$ cat src/hdl/ocp_pkg.sv
// ocp_pkg: shared types and constants for the overcurrent hiccup sequencer
// assumes comparator outputs and sampled currents arrive as digital words on mclk
package ocp_pkg;
	localparam int unsigned MCLK_HZ = 40000000;
	localparam int unsigned CUR_W = 12;
	// trip level in nA; sampled currents are coded in nA steps
	localparam logic [CUR_W-1:0] CH_TRIP_NA = 12'h06C;
	localparam logic [CUR_W-1:0] SHARE_OFFSET = 12'h00F;
	localparam int unsigned QUAL_CYCLES = 7;
	localparam int unsigned HICCUP_INTERVALS = 3;
	localparam int unsigned BLANK_NS = 175;
	localparam int unsigned BLANK_CYC = (BLANK_NS * (MCLK_HZ / 1000000) + 999) / 1000;
	localparam int unsigned SAMPLE_CYC = BLANK_CYC;

	typedef enum logic [1:0] {
		ST_SOFTSTART,
		ST_RUN,
		ST_WAIT
	} seq_e;

	typedef struct packed {
		logic ch2_sense_neg_high;
		logic ch1_sense_neg_high;
		logic ch2_mode_sense_high;
	} strap_s;

	typedef struct packed {
		logic [CUR_W-1:0] share_bus;
		logic [CUR_W-1:0] share_set;
		logic signed [CUR_W:0] ch1_correction;
		logic signed [CUR_W:0] ch2_correction;
		logic ch2_correction_en;
		logic avg_en;
	} share_s;
endpackage : ocp_pkg

$ cat src/hdl/overcurrent_hiccup_share_sequencer.sv
// overcurrent_hiccup_share_sequencer: hiccup fault sequencing and share-bus math
// assumes softstart_tick pulses once per soft-start interval end, switch_tick per cycle
module overcurrent_hiccup_share_sequencer #(
	parameter int unsigned QUAL = ocp_pkg::QUAL_CYCLES,
	parameter int unsigned INTERVALS = ocp_pkg::HICCUP_INTERVALS
) (
	input wire logic mclk,
	input wire logic rst,
	input wire logic switch_tick,
	input wire logic softstart_tick,
	input wire logic in_regulation,
	input wire logic ch1_pwm,
	input wire logic ch2_pwm,
	input wire logic [ocp_pkg::CUR_W-1:0] ch1_sense_current,
	input wire logic [ocp_pkg::CUR_W-1:0] ch2_sense_current,
	input wire logic share_bus_over,
	input wire logic [ocp_pkg::CUR_W-1:0] share_set_level,
	input wire logic [ocp_pkg::CUR_W-1:0] share_bus_level,
	input wire ocp_pkg::strap_s straps,
	output logic enable_feedforward,
	output logic softstart_run,
	output logic power_good,
	output logic multiphase,
	output logic ch1_error_amp_en,
	output logic ch2_error_amp_en,
	output ocp_pkg::share_s share
);
	import ocp_pkg::*;

	// ---------------------------------------
	// sampling per channel
	// ---------------------------------------
	logic [CUR_W-1:0] ch1_sampled_current;
	logic [CUR_W-1:0] ch2_sampled_current;
	logic sampler_rst;
	// no switching while enable is low: drop stale samples so a restart re-measures
	assign sampler_rst = rst || !enable_feedforward;
	current_sampler u_s1 (
		.mclk(mclk),
		.rst(sampler_rst),
		.pwm(ch1_pwm),
		.sense_current_out(ch1_sense_current),
		.sampled_current(ch1_sampled_current),
		.sample_done()
	);
	current_sampler u_s2 (
		.mclk(mclk),
		.rst(sampler_rst),
		.pwm(ch2_pwm),
		.sense_current_out(ch2_sense_current),
		.sampled_current(ch2_sampled_current),
		.sample_done()
	);

	// ---------------------------------------
	// synchronisers and mode
	// ---------------------------------------
	logic sb_meta, sb_sync, next_sb_meta, next_sb_sync;
	strap_s st_q, next_st_q;
	always_comb begin
		next_sb_meta = share_bus_over;
		next_sb_sync = sb_meta;
		next_st_q = straps;
	end

	// ---------------------------------------
	// qualification counters
	// ---------------------------------------
	logic [1:0] ch_over;
	logic [3:0] qcnt [2];
	logic [3:0] next_qcnt [2];
	logic [1:0] ch_trip;
	localparam logic [3:0] Q4 = 4'(QUAL);

	always_comb begin
		ch_over[0] = ch1_sampled_current > CH_TRIP_NA;
		ch_over[1] = ch2_sampled_current > CH_TRIP_NA;
	end

	for (genvar i = 0; i < 2; i++) begin : g_qual
		always_comb begin
			next_qcnt[i] = qcnt[i];
			if (!ch_over[i]) begin
				next_qcnt[i] = 4'h0;
			end else if (switch_tick && qcnt[i] != Q4) begin
				next_qcnt[i] = qcnt[i] + 4'h1;
			end
		end
		always_ff @(posedge mclk) begin
			if (rst) begin
				qcnt[i] <= 4'h0;
			end else begin
				qcnt[i] <= next_qcnt[i];
			end
		end
		// dual mode lets channel 2 bypass the delay
		assign ch_trip[i] = (qcnt[i] == Q4) || (i == 1 && !multiphase && ch_over[i]);
	end

	logic oc_trip;
	// share-bus comparator always armed; in dual mode it is channel 1's fast path
	assign oc_trip = ch_trip[0] | ch_trip[1] | sb_sync;

	// ---------------------------------------
	// hiccup sequencer
	// ---------------------------------------
	seq_e state, next_state;
	logic [1:0] ivl, next_ivl;
	logic tripped_ss, next_tripped_ss;
	logic next_power_good;
	localparam logic [1:0] N2 = 2'(INTERVALS - 1);

	always_comb begin
		next_state = state;
		next_ivl = ivl;
		next_tripped_ss = tripped_ss;
		next_power_good = power_good;
		unique case (state)
			ST_SOFTSTART: begin
				next_power_good = 1'b0;
				if (oc_trip) begin
					next_tripped_ss = 1'b1;
				end
				if (softstart_tick) begin
					// interval always runs out, even after a trip
					next_tripped_ss = 1'b0;
					next_ivl = 2'h0;
					next_state = (tripped_ss || oc_trip) ? ST_WAIT : ST_RUN;
				end
			end
			ST_RUN: begin
				next_power_good = in_regulation;
				if (oc_trip) begin
					next_power_good = 1'b0;
					next_ivl = 2'h0;
					next_state = ST_WAIT;
				end
			end
			ST_WAIT: begin
				next_power_good = 1'b0;
				if (softstart_tick) begin
					next_ivl = ivl + 2'h1;
					if (ivl == N2) begin
						next_state = ST_SOFTSTART;
					end
				end
			end
		endcase
	end

	always_ff @(posedge mclk) begin
		if (rst) begin
			state <= ST_SOFTSTART;
			ivl <= 2'h0;
			tripped_ss <= 1'b0;
			power_good <= 1'b0;
			sb_meta <= 1'b0;
			sb_sync <= 1'b0;
			st_q <= '0;
		end else begin
			state <= next_state;
			ivl <= next_ivl;
			tripped_ss <= next_tripped_ss;
			power_good <= next_power_good;
			sb_meta <= next_sb_meta;
			sb_sync <= next_sb_sync;
			st_q <= next_st_q;
		end
	end

	// enable low during wait and after a soft-start trip
	assign enable_feedforward = (state != ST_WAIT) && !tripped_ss;
	assign softstart_run = (state == ST_SOFTSTART);
	assign multiphase = st_q.ch2_mode_sense_high;
	assign ch1_error_amp_en = !st_q.ch1_sense_neg_high;
	assign ch2_error_amp_en = !st_q.ch2_sense_neg_high;

	// ---------------------------------------
	// share bus and correction
	// ---------------------------------------
	share_s next_share;
	logic [CUR_W:0] sum;
	logic [CUR_W-1:0] avg_sense_current;
	always_comb begin
		sum = {1'b0, ch1_sampled_current} + {1'b0, ch2_sampled_current};
		// two_channel_average in multiphase, channel 1 copy otherwise
		avg_sense_current = multiphase ? sum[CUR_W:1] : ch1_sampled_current;
		next_share.share_bus = avg_sense_current + SHARE_OFFSET;
		next_share.share_set = avg_sense_current + SHARE_OFFSET;
		next_share.avg_en = multiphase;
		next_share.ch2_correction_en = multiphase;
		if (multiphase) begin
			next_share.ch1_correction = $signed({1'b0, ch1_sampled_current})
				- $signed({1'b0, avg_sense_current});
			next_share.ch2_correction = $signed({1'b0, ch2_sampled_current})
				- $signed({1'b0, avg_sense_current});
		end else begin
			next_share.ch1_correction = $signed({1'b0, share_set_level})
				- $signed({1'b0, share_bus_level});
			next_share.ch2_correction = '0;
		end
	end

	always_ff @(posedge mclk) begin
		if (rst) begin
			share <= '0;
		end else begin
			share <= next_share;
		end
	end
endmodule : overcurrent_hiccup_share_sequencer

$ cat src/hdl/current_sampler.sv
// current_sampler: blank then sample one channel's sense current per pulse
// assumes pwm and sense_current_out synchronous to mclk
module current_sampler #(
	parameter int unsigned BLANK = ocp_pkg::BLANK_CYC,
	parameter int unsigned W = ocp_pkg::CUR_W
) (
	input wire logic mclk,
	input wire logic rst,
	input wire logic pwm,
	input wire logic [W-1:0] sense_current_out,
	output logic [W-1:0] sampled_current,
	output logic sample_done
);
	import ocp_pkg::*;
	// ---------------------------------------
	// blank and sample window
	// ---------------------------------------
	logic pwm_d, next_pwm_d;
	logic [7:0] cnt, next_cnt;
	logic [W-1:0] next_sampled_current;
	logic next_sample_done;
	localparam logic [7:0] B8 = 8'(BLANK);

	always_comb begin
		next_pwm_d = pwm;
		next_cnt = cnt;
		next_sampled_current = sampled_current;
		next_sample_done = 1'b0;
		if (pwm_d && !pwm) begin
			next_cnt = 8'h01;
		end else if (cnt != 8'h00) begin
			next_cnt = cnt + 8'h01;
			// filter: track the window, keep the last value
			if (cnt > B8) begin
				next_sampled_current = sense_current_out;
			end
			if (cnt == (B8 << 1)) begin
				next_cnt = 8'h00;
				next_sample_done = 1'b1;
			end
		end
	end

	always_ff @(posedge mclk) begin
		if (rst) begin
			pwm_d <= 1'b0;
			cnt <= 8'h00;
			sampled_current <= '0;
			sample_done <= 1'b0;
		end else begin
			pwm_d <= next_pwm_d;
			cnt <= next_cnt;
			sampled_current <= next_sampled_current;
			sample_done <= next_sample_done;
		end
	end
endmodule : current_sampler

$ cat config.mk
export PLATFORM = sky130hd
export DESIGN_NAME = overcurrent_hiccup_share_sequencer
export DESIGN_NICKNAME = d
export VERILOG_FILES = /design/src/hdl/ocp_pkg.sv /design/src/hdl/overcurrent_hiccup_share_sequencer.sv /design/src/hdl/current_sampler.sv
export SDC_FILE = /design/constraint.sdc
export NUM_CORES = 1
export LEC_CHECK = 0
export ABC_AREA = 1
export ABC_CLOCK_PERIOD_IN_PS = 3800
export BUFFER_PORTS_ARGS = -buffer_cell sky130_fd_sc_hd__buf_2
export CAP_MARGIN = 20
export CORE_MARGIN = 1.5
export CORE_UTILIZATION = 48
export CTS_CLUSTER_DIAMETER = 30
export DETAILED_ROUTE_END_ITERATION = 7
export PLACE_DENSITY_LB_ADDON = 0.12
export SYNTH_ARGS = -nofsm -noshare
export SYNTH_HDL_FRONTEND = slang
export SYNTH_SLANG_ARGS = --single-unit
$ cat constraint.sdc
create_clock -name mclk -period 3.8 [get_ports mclk]
set_clock_uncertainty 0.15 [all_clocks]
set_input_delay 0.95 -clock mclk [delete_from_list [all_inputs] [get_ports mclk]]
set_output_delay 0.95 -clock mclk [all_outputs]
set_load 0.05 [all_outputs]
==> results of run 1 <==
## cell usage after synthesis (5+ instances only)
cell	count	area (µm²)
nand2_1	179	672
inv_1	144	541
dfxtp_1	100	2000
nor2_1	99	372
a21oi_1	93	465
o21ai_0	67	335
ha_1	54	676
nand3_1	47	235
buf_4	16	120
xor2_1	15	131
nand4_1	14	87.6
nor3_1	10	50.1
clkbuf_1	8	30.0
o21bai_1	8	60.1
nand3_2	6	60.1
xnor2_1	5	43.8
## worst min-delay path by stage
stage	from	end	slack, ns	depth (start not counted)
2_1_floorplan	next_sb_sync	sb_sync	0.24	2
3_3_place_gp	next_sb_sync	sb_sync	0.24	2
3_5_place_dp	next_sb_sync	sb_sync	0.24	2
4_1_cts	next_sb_sync	sb_sync	0.25	2
5_1_grt	next_sb_sync	sb_sync	0.29	2
6_report	next_sb_sync	sb_sync	0.25	2
## cell families (layout without fill, tap and decap cells)
family / count (synthesis) / in the layout
buffers and inverters: 176 / 289
xor gates and xnor gates: 20 / 20
adders and majority gates: 58 / 58
and+or+nand+nor: 379 / 379
AOI/OAI and AO/OA: 192 / 192
DFF: 100 / 100
## stage by stage
step	cell area [µm²]	setup slack, ns	utilization, %	hold WS (ns)	power, µW
finish	7400	0.376	58.0	0.254	2860
global route	7400	0.0147	58.0	0.291	3020
CTS	7380	0.206	57.8	0.253	2890
detailed placement	7050	0.227	55.2	0.244	1880
global placement	7050	0.329	55.2	0.243	1870
floorplan	6360	0.599	-	0.238	1710
## repair_timing
item,4_1_cts,5_1_grt
endpoints found under the setup margin,0,8
endpoints found under the hold margin,0,0
resized for setup,0,7
## cell type report
class                           instances  area (µm²)  share of cell area, %
Multi-Input combinational cell        649        3660                   49.4
Sequential cell                       100        2000                   27.1
Timing Repair Buffer                  124         641                   8.65
Inverter                              149         559                   7.55
Clock buffer                           11         243                   3.28
Tap cell                              172         215                   2.91
Clock inverter                          5        83.8                   1.13
## power groups by stage
stage               clock network (µW)  registers (µW)  logic (µW)
global placement                     0            1150         721
detailed placement                   0            1160         725
CTS                               1030            1130         729
finish                            1000            1130         728
global route                      1070            1140         818
floorplan                            0            1240         462
## state kept, by name (all words and copies together), names as in the netlist, 2 cells and up
signal and cells:
u_s2.cnt 8, u_s1.cnt 8, u_s2.sampled_current 12, u_s1.sampled_current 12, ivl 2, qcnt 8
st_q 2, state 2, share 39
## worst max-delay path, delay by kind of cell (launching register included)
kind / cells / cell delay [ns]
adders and majority gates: 3 / 1.18
and+or+nand+nor: 9 / 0.78
AOI/OAI and AO/OA: 5 / 0.66
DFF: 1 / 0.37
buffers and inverters: 2 / 0.16
## routing by layer
metal	GRT usage (%)	wire (µm)	vias to the layer above
met5	0	0	-
met4	7.16	301	0
met3	3.88	753	21
met2	37.8	7050	159
met1	29.7	7370	2637
li1	-	-	3216
==> run_results.csv, run 1 <==
group,metric,value,unit
die,start_util,49.8,%
global_routing,antenna_found_initial,0,
synthesis,synthArstFlopShare,0,%
clock_network,path_clk_slew,0.07,ns
clock_network,h-tree-depth,3,
die,die_area,14000,µm²
sta,worst_pin_slew,0.790,ns
setup_path,cp.required,3.88,ns
cells_and_area,layout_commonest_cell,"nand2_1",
synthesis,syn_inst,925,
cells_and_area,final_cell_mix,"nand2_1 (179), inv_1 (143), buf_2 (116), dfxtp_1 (99), nor2_1 (98)",
setup_path,path_max_fanout,5,
power_and_ir_drop,p_sw,935,µW
setup_path,critical_path_class,"flop to flop",
routing,drcViolationCount,0,
cells_and_area,areaGrowthSynthToFinish,16.4,%
synthesis,synth_fa_ha_area_share,11.9,%
cells_and_area,final_cells,1210,
synthesis,synth_fp_nets,1042,
cells_and_area,fillCellCount,1260,
sta,setup_viol,0,
synthesis,synth_top_flop_cell,"dfxtp_1",
global_routing,grt_max_degree,34,
routing,drt_first_pass_iters,7,
setup_path,r2r_start,"u_s1.sampled_current[0]",
sta,final_hold_viol_count,0,
routing,via_per_inst,4.99,
sta,maxSlewViolCount,0,
sta,rsz0062_at_grt,"no",
setup_path,arrival,3.51,ns
sta,fmax,292,MHz
power_and_ir_drop,power_frac_clock,35.0,%
clock_network,cts.sinks,100,
sta,fin_setup_tns,0,ns
synthesis,synth-simple-area-share,26.1,%
power_and_ir_drop,power.leakage,0.00379,µW
setup_path,cp-startpoint,"u_s1.sampled_current[0]",
routing,routed_wl,15500,µm
die,dieWidth,118,µm
setup_path,r2r_slack,0.38,ns
global_routing,grt_pass1_wl,25800,µm
setup_path,r2r_cells,19,
cells_and_area,drive_gt1_share,16.8,%
setup_path,critPathCaptureType,"flop",
synthesis,syn_area,6360,µm²
sta,period_minus_slack,3.42,ns
die,rows,41,
sta,slew_headroom,47.2,%
setup_path,crit_end,"share[27]",
clock_network,cts_tree,"yes",
flow_run,max_cap_violations,0,
cells_and_area,diodes,0,
power_and_ir_drop,internal-power,1930,µW
setup_path,cp_slowest_cell,"fa_2",
placement,dp_cells,1194,
clock_network,cts_root_buf,"clkbuf_16",
power_and_ir_drop,ir_drop,0.321,mV
routing,ant_nets,0,
clock_network,holdBufCountCts,0,
routing,first_iter_violations,348,
placement,io_buffers,116,
synthesis,avgSynthCellArea,6.88,µm²
synthesis,synthXorXnorAreaFrac,2.75,%
clock_network,clkLatencyLatePin,0.35,ns
clock_network,cts_buffers,9,
clock_network,clk_path_buf_depth,2,
global_routing,grt_pass1_vias,5594,
routing,dr_total_vias,6033,
die,core_area,12800,µm²
die,die_y,118,µm
setup_path,slowest_delay,0.54,ns
synthesis,synth_top_family_by_area,"simple AND/OR/NAND/NOR gates",
synthesis,synth_compound_area_share,16.4,%
synthesis,ys_seq_elements,100,
power_and_ir_drop,power.density,387,nW/µm²
setup_path,timing.critical_path.mode_cell,"nand2_1",
power_and_ir_drop,power_frac_seq,39.5,%
synthesis,synth-seq-area-share,31.5,%
synthesis,post_synth_num_cell_types,46,
setup_path,timing.rr.end,"share[27]",
power_and_ir_drop,switching_share,32.7,%
synthesis,synth_mux_area_share,0,%
outcome,outcome,"complete, no violations",
hold_path,hp-class,"flop to flop",
setup_path,cp-start-kind,"flop",
die,num_io_pins,117,
sta,timing.final.crit_share,90.1,%
routing,wl_per_cell,12.8,µm
clock_network,post_cts_buffers,0,
power_and_ir_drop,p_comb_share,25.4,%
cells_and_area,final_nets,1150,
global_routing,grt-ovfl-total,0,
placement,hpwl,12200,µm
placement,place.gp.congestion,0.925,
global_routing,grt_use_total,22.6,%
synthesis,synth_edf_count,0,
setup_path,crit_chain,"nand2_1 > fa_2 > o21ai_1 > ha_1 > fa_1 > inv_1 > nand3_1 > nand2_1 > nand2_1 > nand2_1 > a21oi_1 > nor2_1 > inv_1 > nor2_1 > nor2_2 > o21bai_1 > nand2_1 > o21ai_0 > a21oi_1",
synthesis,synth_warnings,0,
Note: power is estimated with default switching activity, not from simulation.
==> run 2: changes to the inputs <==
--- a/config.mk
+++ b/config.mk
@@ -9,6 +9,7 @@
 export ABC_CLOCK_PERIOD_IN_PS = 3800
 export BUFFER_PORTS_ARGS = -buffer_cell sky130_fd_sc_hd__buf_2
 export CAP_MARGIN = 20
+export CORE_ASPECT_RATIO = 0.75
 export CORE_MARGIN = 1.5
 export CORE_UTILIZATION = 48
 export CTS_CLUSTER_DIAMETER = 30
==> run 2 against run 1 <==
Core utilization fell by 0.96 points. Clock power about the same. Critical endpoint is now share[11]. Worst hold slack got worse by 0.0053 ns. Via count barely moved. Cell count decreased by 0.25%. Combinational power up 1%. Sequential share of layout area hardly changed. Power is essentially flat. Clock-buffer cell count increased by 1.
==> run_results.csv, run 2 (synthesized netlist as in run 1, its figures left out) <==
group,metric,value,unit
outcome,outcome,"complete, no violations",
power_and_ir_drop,power_frac_seq,39.7,%
hold_path,hold_depth,2,
cells_and_area,drive_gt1_share,16.6,%
die,core_area,13000,µm²
clock_network,path_clk_slew,0.07,ns
power_and_ir_drop,switching_share,32.7,%
die,die_y,103,µm
clock_network,clk_path_buf_depth,2,
cells_and_area,final_cell_mix,"nand2_1 (179), inv_1 (143), buf_2 (116), nor2_1 (99), dfxtp_1 (99)",
power_and_ir_drop,power_frac_clock,34.6,%
setup_path,cp-start-kind,"flop",
global_routing,grt_max_degree,34,
power_and_ir_drop,power.leakage,0.00378,µW
setup_path,cp.required,3.93,ns
placement,io_buffers,116,
sta,timing.final.crit_share,89.7,%
hold_path,min_from,"next_sb_sync",
power_and_ir_drop,p_sw,935,µW
cells_and_area,final_nets,1148,
cells_and_area,layout_commonest_cell,"nand2_1",
sta,worst_pin_slew,0.678,ns
global_routing,grt_use_total,23.6,%
setup_path,cp-startpoint,"u_s1.sampled_current[1]",
power_and_ir_drop,p_comb_share,25.8,%
power_and_ir_drop,ir_drop,0.396,mV
clock_network,ctsResizeCount,0,
setup_path,r2r_start,"u_s1.sampled_current[1]",
cells_and_area,areaGrowthSynthToFinish,16.2,%
routing,routed_wl,15900,µm
routing,ant_nets,0,
clock_network,cts_root_buf,"clkbuf_16",
clock_network,holdBufCountCts,0,
hold_path,hp-class,"flop to flop",
sta,period_minus_slack,3.41,ns
die,num_io_pins,117,
routing,wl_per_cell,13.2,µm
clock_network,cts_tree,"yes",
sta,fmax,293,MHz
sta,fin_setup_tns,0,ns
clock_network,cts_buffers,9,
clock_network,cts.sinks,100,
cells_and_area,regMostFlops,"share",
routing,drcViolationCount,0,
routing,drt_first_pass_iters,5,
clock_network,post_cts_buffers,0,
placement,hpwl,12600,µm
die,dieWidth,136,µm
clock_network,h-tree-depth,3,
power_and_ir_drop,internal-power,1920,µW
global_routing,antenna_found_initial,0,
routing,via_per_inst,4.99,
sta,setup_viol,0,
flow_run,max_cap_violations,0,
setup_path,r2r_cells,18,
hold_path,holdPathEnd,"sb_sync",
cells_and_area,reg_top3,"share x39, u_s1.sampled_current x12, u_s2.sampled_current x12",
placement,place.gp.congestion,0.917,
setup_path,path_max_fanout,5,
routing,first_iter_violations,335,
die,start_util,49.0,%
setup_path,r2r_slack,0.39,ns
setup_path,arrival,3.54,ns
sta,final_hold_viol_count,0,
die,die_area,14000,µm²
cells_and_area,fillCellCount,1275,
cells_and_area,largest_reg_flops,39,
setup_path,timing.rr.end,"share[11]",
sta,slew_headroom,54.7,%
routing,dr_total_vias,6027,
sta,maxSlewViolCount,0,
global_routing,grt-ovfl-total,0,
clock_network,clkLatencyLatePin,0.35,ns
global_routing,grt_pass1_vias,5418,
power_and_ir_drop,power.density,387,nW/µm²
die,rows,36,
setup_path,critPathCaptureType,"flop",
setup_path,critical_path_class,"flop to flop",
sta,rsz0062_at_grt,"no",
power_and_ir_drop,power,2860,µW
global_routing,grt_pass1_wl,25600,µm
cells_and_area,diodes,0,
[run 2: per-layer routing]
metal / wire [µm] / global-route usage (%) / vias to the layer above / share of wire, %
met3: 979 / 4.03 / 16 / 6.2
met1: 8510 / 34.2 / 2635 / 53
met2: 6200 / 35.3 / 177 / 39
met5: 0 / 0 / - / 0
li1: - / - / 3199 / -
met4: 234 / 8.10 / 0 / 1.5
[run 2: worst max path at each step]
stage	end
4_1_cts	share[25]
6_report	share[11]
3_5_place_dp	share[25]
3_3_place_gp	share[25]
2_1_floorplan	share[25]
5_1_grt	share[11]
[run 2: metrics by stage]
step	setup slack (ns)	std cells	area, µm²	utilization [%]	hold WS (ns)
after floorplan	0.599	925	6360	-	0.238
after global placement	0.303	1191	7040	54.3	0.245
after detailed placement	0.227	1191	7040	54.3	0.249
after CTS	0.206	1207	7360	56.7	0.251
after global routing	0.0485	1207	7390	57.0	0.257
final	0.390	1207	7390	57.0	0.248
[run 2: cell type report]
class                      instances  area [µm²]  share of cell area (%)
multi-input combinational        649        3670                    49.7
sequential                       100        2000                    27.1
timing repair buffer             122         626                    8.46
inverter                         149         559                    7.56
clock buffer                      12         246                    3.33
tap                              171         214                    2.89
clock inverter                     4        72.6                   0.981
[run 2: power by group through the flow]
stage | clock network [µW] | logic, µW | registers (µW)
2_1_floorplan | 0 | 462 | 1240
3_3_place_gp | 0 | 723 | 1160
3_5_place_dp | 0 | 730 | 1160
4_1_cts | 1010 | 736 | 1130
5_1_grt | 1050 | 830 | 1140
6_report | 989 | 737 | 1130
[run 2: critical path: stages (launching register included)]
cell and delay [ns]:
dfxtp_2 0.37, inv_1 0.11, fa_1 0.47, inv_1 0.09, nand2_1 0.05, nand2_1 0.08, nand2_1 0.08, o21ai_1 0.15
xor2_1 0.16, nand2_1 0.08, o21ai_2 0.11, inv_1 0.18, ha_1 0.34, nand2_1 0.07, o21ai_0 0.33, a21oi_1 0.12
o21bai_1 0.20, o21ai_0 0.09, a21oi_1 0.12
==> run 3: changes to the inputs <==
--- a/config.mk
+++ b/config.mk
@@ -15,6 +15,7 @@
 export CTS_CLUSTER_DIAMETER = 30
 export DETAILED_ROUTE_END_ITERATION = 7
 export PLACE_DENSITY_LB_ADDON = 0.12
+export REMOVE_ABC_BUFFERS = 1
 export SYNTH_ARGS = -nofsm -noshare
 export SYNTH_HDL_FRONTEND = slang
 export SYNTH_SLANG_ARGS = --single-unit
==> run 3 against run 2 <==
Combinational power fell by 0.9%. Worst hold slack improved by 0.0063 ns. Core utilization barely moved. Largest power group unchanged. Clock power fell by 2.8%. Cell count barely moved. Non-clock buffer count rose by 1.
==> run_results.csv, run 3 (synthesized netlist as in run 1, its figures left out) <==
group,metric,value,unit
outcome,outcome,"complete, no violations",
clock_network,clkLatencyLatePin,0.35,ns
placement,io_buffers,116,
clock_network,cts_buffers,9,
sta,fmax,289,MHz
clock_network,cts_tree,"yes",
placement,dpl_cell_area,7050,µm²
routing,ant_nets,0,
setup_path,cp-startpoint,"u_s1.sampled_current[2]",
cells_and_area,reg_top3,"share x39, u_s1.sampled_current x12, u_s2.sampled_current x12",
sta,worst_pin_slew,0.801,ns
hold_path,min_from,"next_sb_sync",
global_routing,grt-ovfl-total,0,
placement,place.gp.congestion,0.891,
die,dieWidth,136,µm
cells_and_area,multiInputGateArea,3680,µm²
routing,via_per_inst,5.04,
setup_path,critical_path_class,"flop to flop",
clock_network,h-tree-depth,3,
die,die_area,14000,µm²
setup_path,cp-start-kind,"flop",
cells_and_area,drive_gt1_share,17.5,%
clock_network,cts_root_buf,"clkbuf_16",
cells_and_area,seq_area,2000,µm²
routing,routed_wl,16300,µm
cells_and_area,largest_reg_flops,39,
global_routing,grt_use_total,23.9,%
power_and_ir_drop,ir_drop,0.226,mV
setup_path,path_max_fanout,6,
hold_path,hp-class,"flop to flop",
cells_and_area,layout_commonest_cell,"nand2_1",
global_routing,grt_pass1_vias,5407,
global_routing,antenna_found_initial,0,
routing,wl_per_cell,13.5,µm
setup_path,r2r_start,"u_s1.sampled_current[2]",
power_and_ir_drop,power.density,382,nW/µm²
cells_and_area,regMostFlops,"share",
global_routing,grt_max_degree,29,
routing,drt_first_pass_iters,5,
routing,drcViolationCount,0,
sta,hold_ws,0.255,ns
global_routing,grt_pass1_wl,26200,µm
die,core_area,13000,µm²
placement,hpwl,12600,µm
sta,slew_headroom,46.2,%
setup_path,cp.required,3.88,ns
setup_path,arrival,3.54,ns
clock_network,path_clk_slew,0.07,ns
sta,period_minus_slack,3.46,ns
setup_path,critPathCaptureType,"flop",
sta,final_hold_viol_count,0,
sta,setup_viol,0,
sta,timing.final.crit_share,91.0,%
sta,maxSlewViolCount,0,
power_and_ir_drop,power.leakage,0.00379,µW
die,rows,36,
cells_and_area,diodes,0,
die,die_y,103,µm
clock_network,cts.sinks,100,
cells_and_area,fillCellCount,1304,
routing,first_iter_violations,426,
clock_network,clk_path_buf_depth,2,
flow_run,max_cap_violations,0,
die,num_io_pins,117,
cells_and_area,areaGrowthSynthToFinish,16.3,%
die,start_util,49.0,%
routing,dr_total_vias,6084,
clock_network,post_cts_buffers,0,
sta,rsz0062_at_grt,"no",
cells_and_area,final_nets,1149,
cells_and_area,final_cell_mix,"nand2_1 (178), inv_1 (141), buf_2 (116), nor2_1 (98), dfxtp_1 (98)",
cells_and_area,final_area,7400,µm²
-- run 3: cell count changes in the layout (fill, tap and decap cells not counted), sizes merged --
cell    change
buf         +1
bufinv      -1
clkinv      +1
inv         +3
clkbuf      -3
-- run 3: repair_timing --
| item | 4_1_cts | 5_1_grt |
|---|---|---|
| gates resized for setup | 0 | 13 |
| hold endpoints to repair | 0 | 0 |
| hold buffers | 0 | 0 |
| setup endpoints to repair | 0 | 8 |
-- run 3: final cells by class --
type                       instances  area share, %
tap                              171           2.89
sequential                       100           27.1
inverter                         149           7.56
multi-input combinational        649           49.8
clock buffer                       9           3.04
timing repair buffer             123           8.55
clock inverter                     7           1.12
-- run 3: metal layers --
metal | part of all wire, % | GRT usage, % | wire [µm] | vias up
li1 | - | - | - | 3204
met4 | 1.1 | 5.56 | 174 | 0
met1 | 52 | 35.2 | 8460 | 2689
met2 | 40 | 35.9 | 6550 | 177
met3 | 6.8 | 5.06 | 1120 | 14
met5 | 0 | 0 | 0 | -
-- run 3: power breakdown --
part | leakage, µW | internal [µW] | switching, µW
clock | 0.000150 | 522 | 439
sequential | 0.000816 | 1110 | 25.1
combinational | 0.00282 | 220 | 510
-- run 3: worst paths after layout --
kind	end	slack, ns	depth (start not counted)
worst min register to register	sb_sync	0.25	2
worst max-delay path	share[27]	0.34	19
worst min-delay path	sb_sync	0.25	2
worst max register to register	share[27]	0.34	19
-- run 3: critical path, cell delays in order, from the launching register on --
cell      delay [ns]
dfxtp_1         0.35
ha_1            0.40
nand2_1         0.14
o21ai_2         0.22
xor2_1          0.25
o21ai_2         0.16
ha_1            0.39
nand3_1         0.13
nand2_1         0.08
nand2_1         0.07
nand2_1         0.07
a21oi_1         0.08
nor2_1          0.09
inv_1           0.05
nor2_1          0.13
nor2_2          0.06
o21bai_1        0.19
nand2_1         0.09
o21ai_0         0.15
a21oi_1         0.08
-- run 3: stage by stage --
step | cells | setup slack (ns) | util [%] | setup TNS (ns) | power, µW
2_1_floorplan | 898 | -0.00868 | - | -0.00868 | 1690
3_3_place_gp | 1192 | 0.278 | 54.3 | 0 | 1880
3_5_place_dp | 1192 | 0.209 | 54.3 | 0 | 1880
4_1_cts | 1208 | 0.131 | 56.7 | 0 | 2840
5_1_grt | 1208 | 0.00198 | 57.1 | 0 | 2980
6_report | 1208 | 0.341 | 57.1 | 0 | 2820
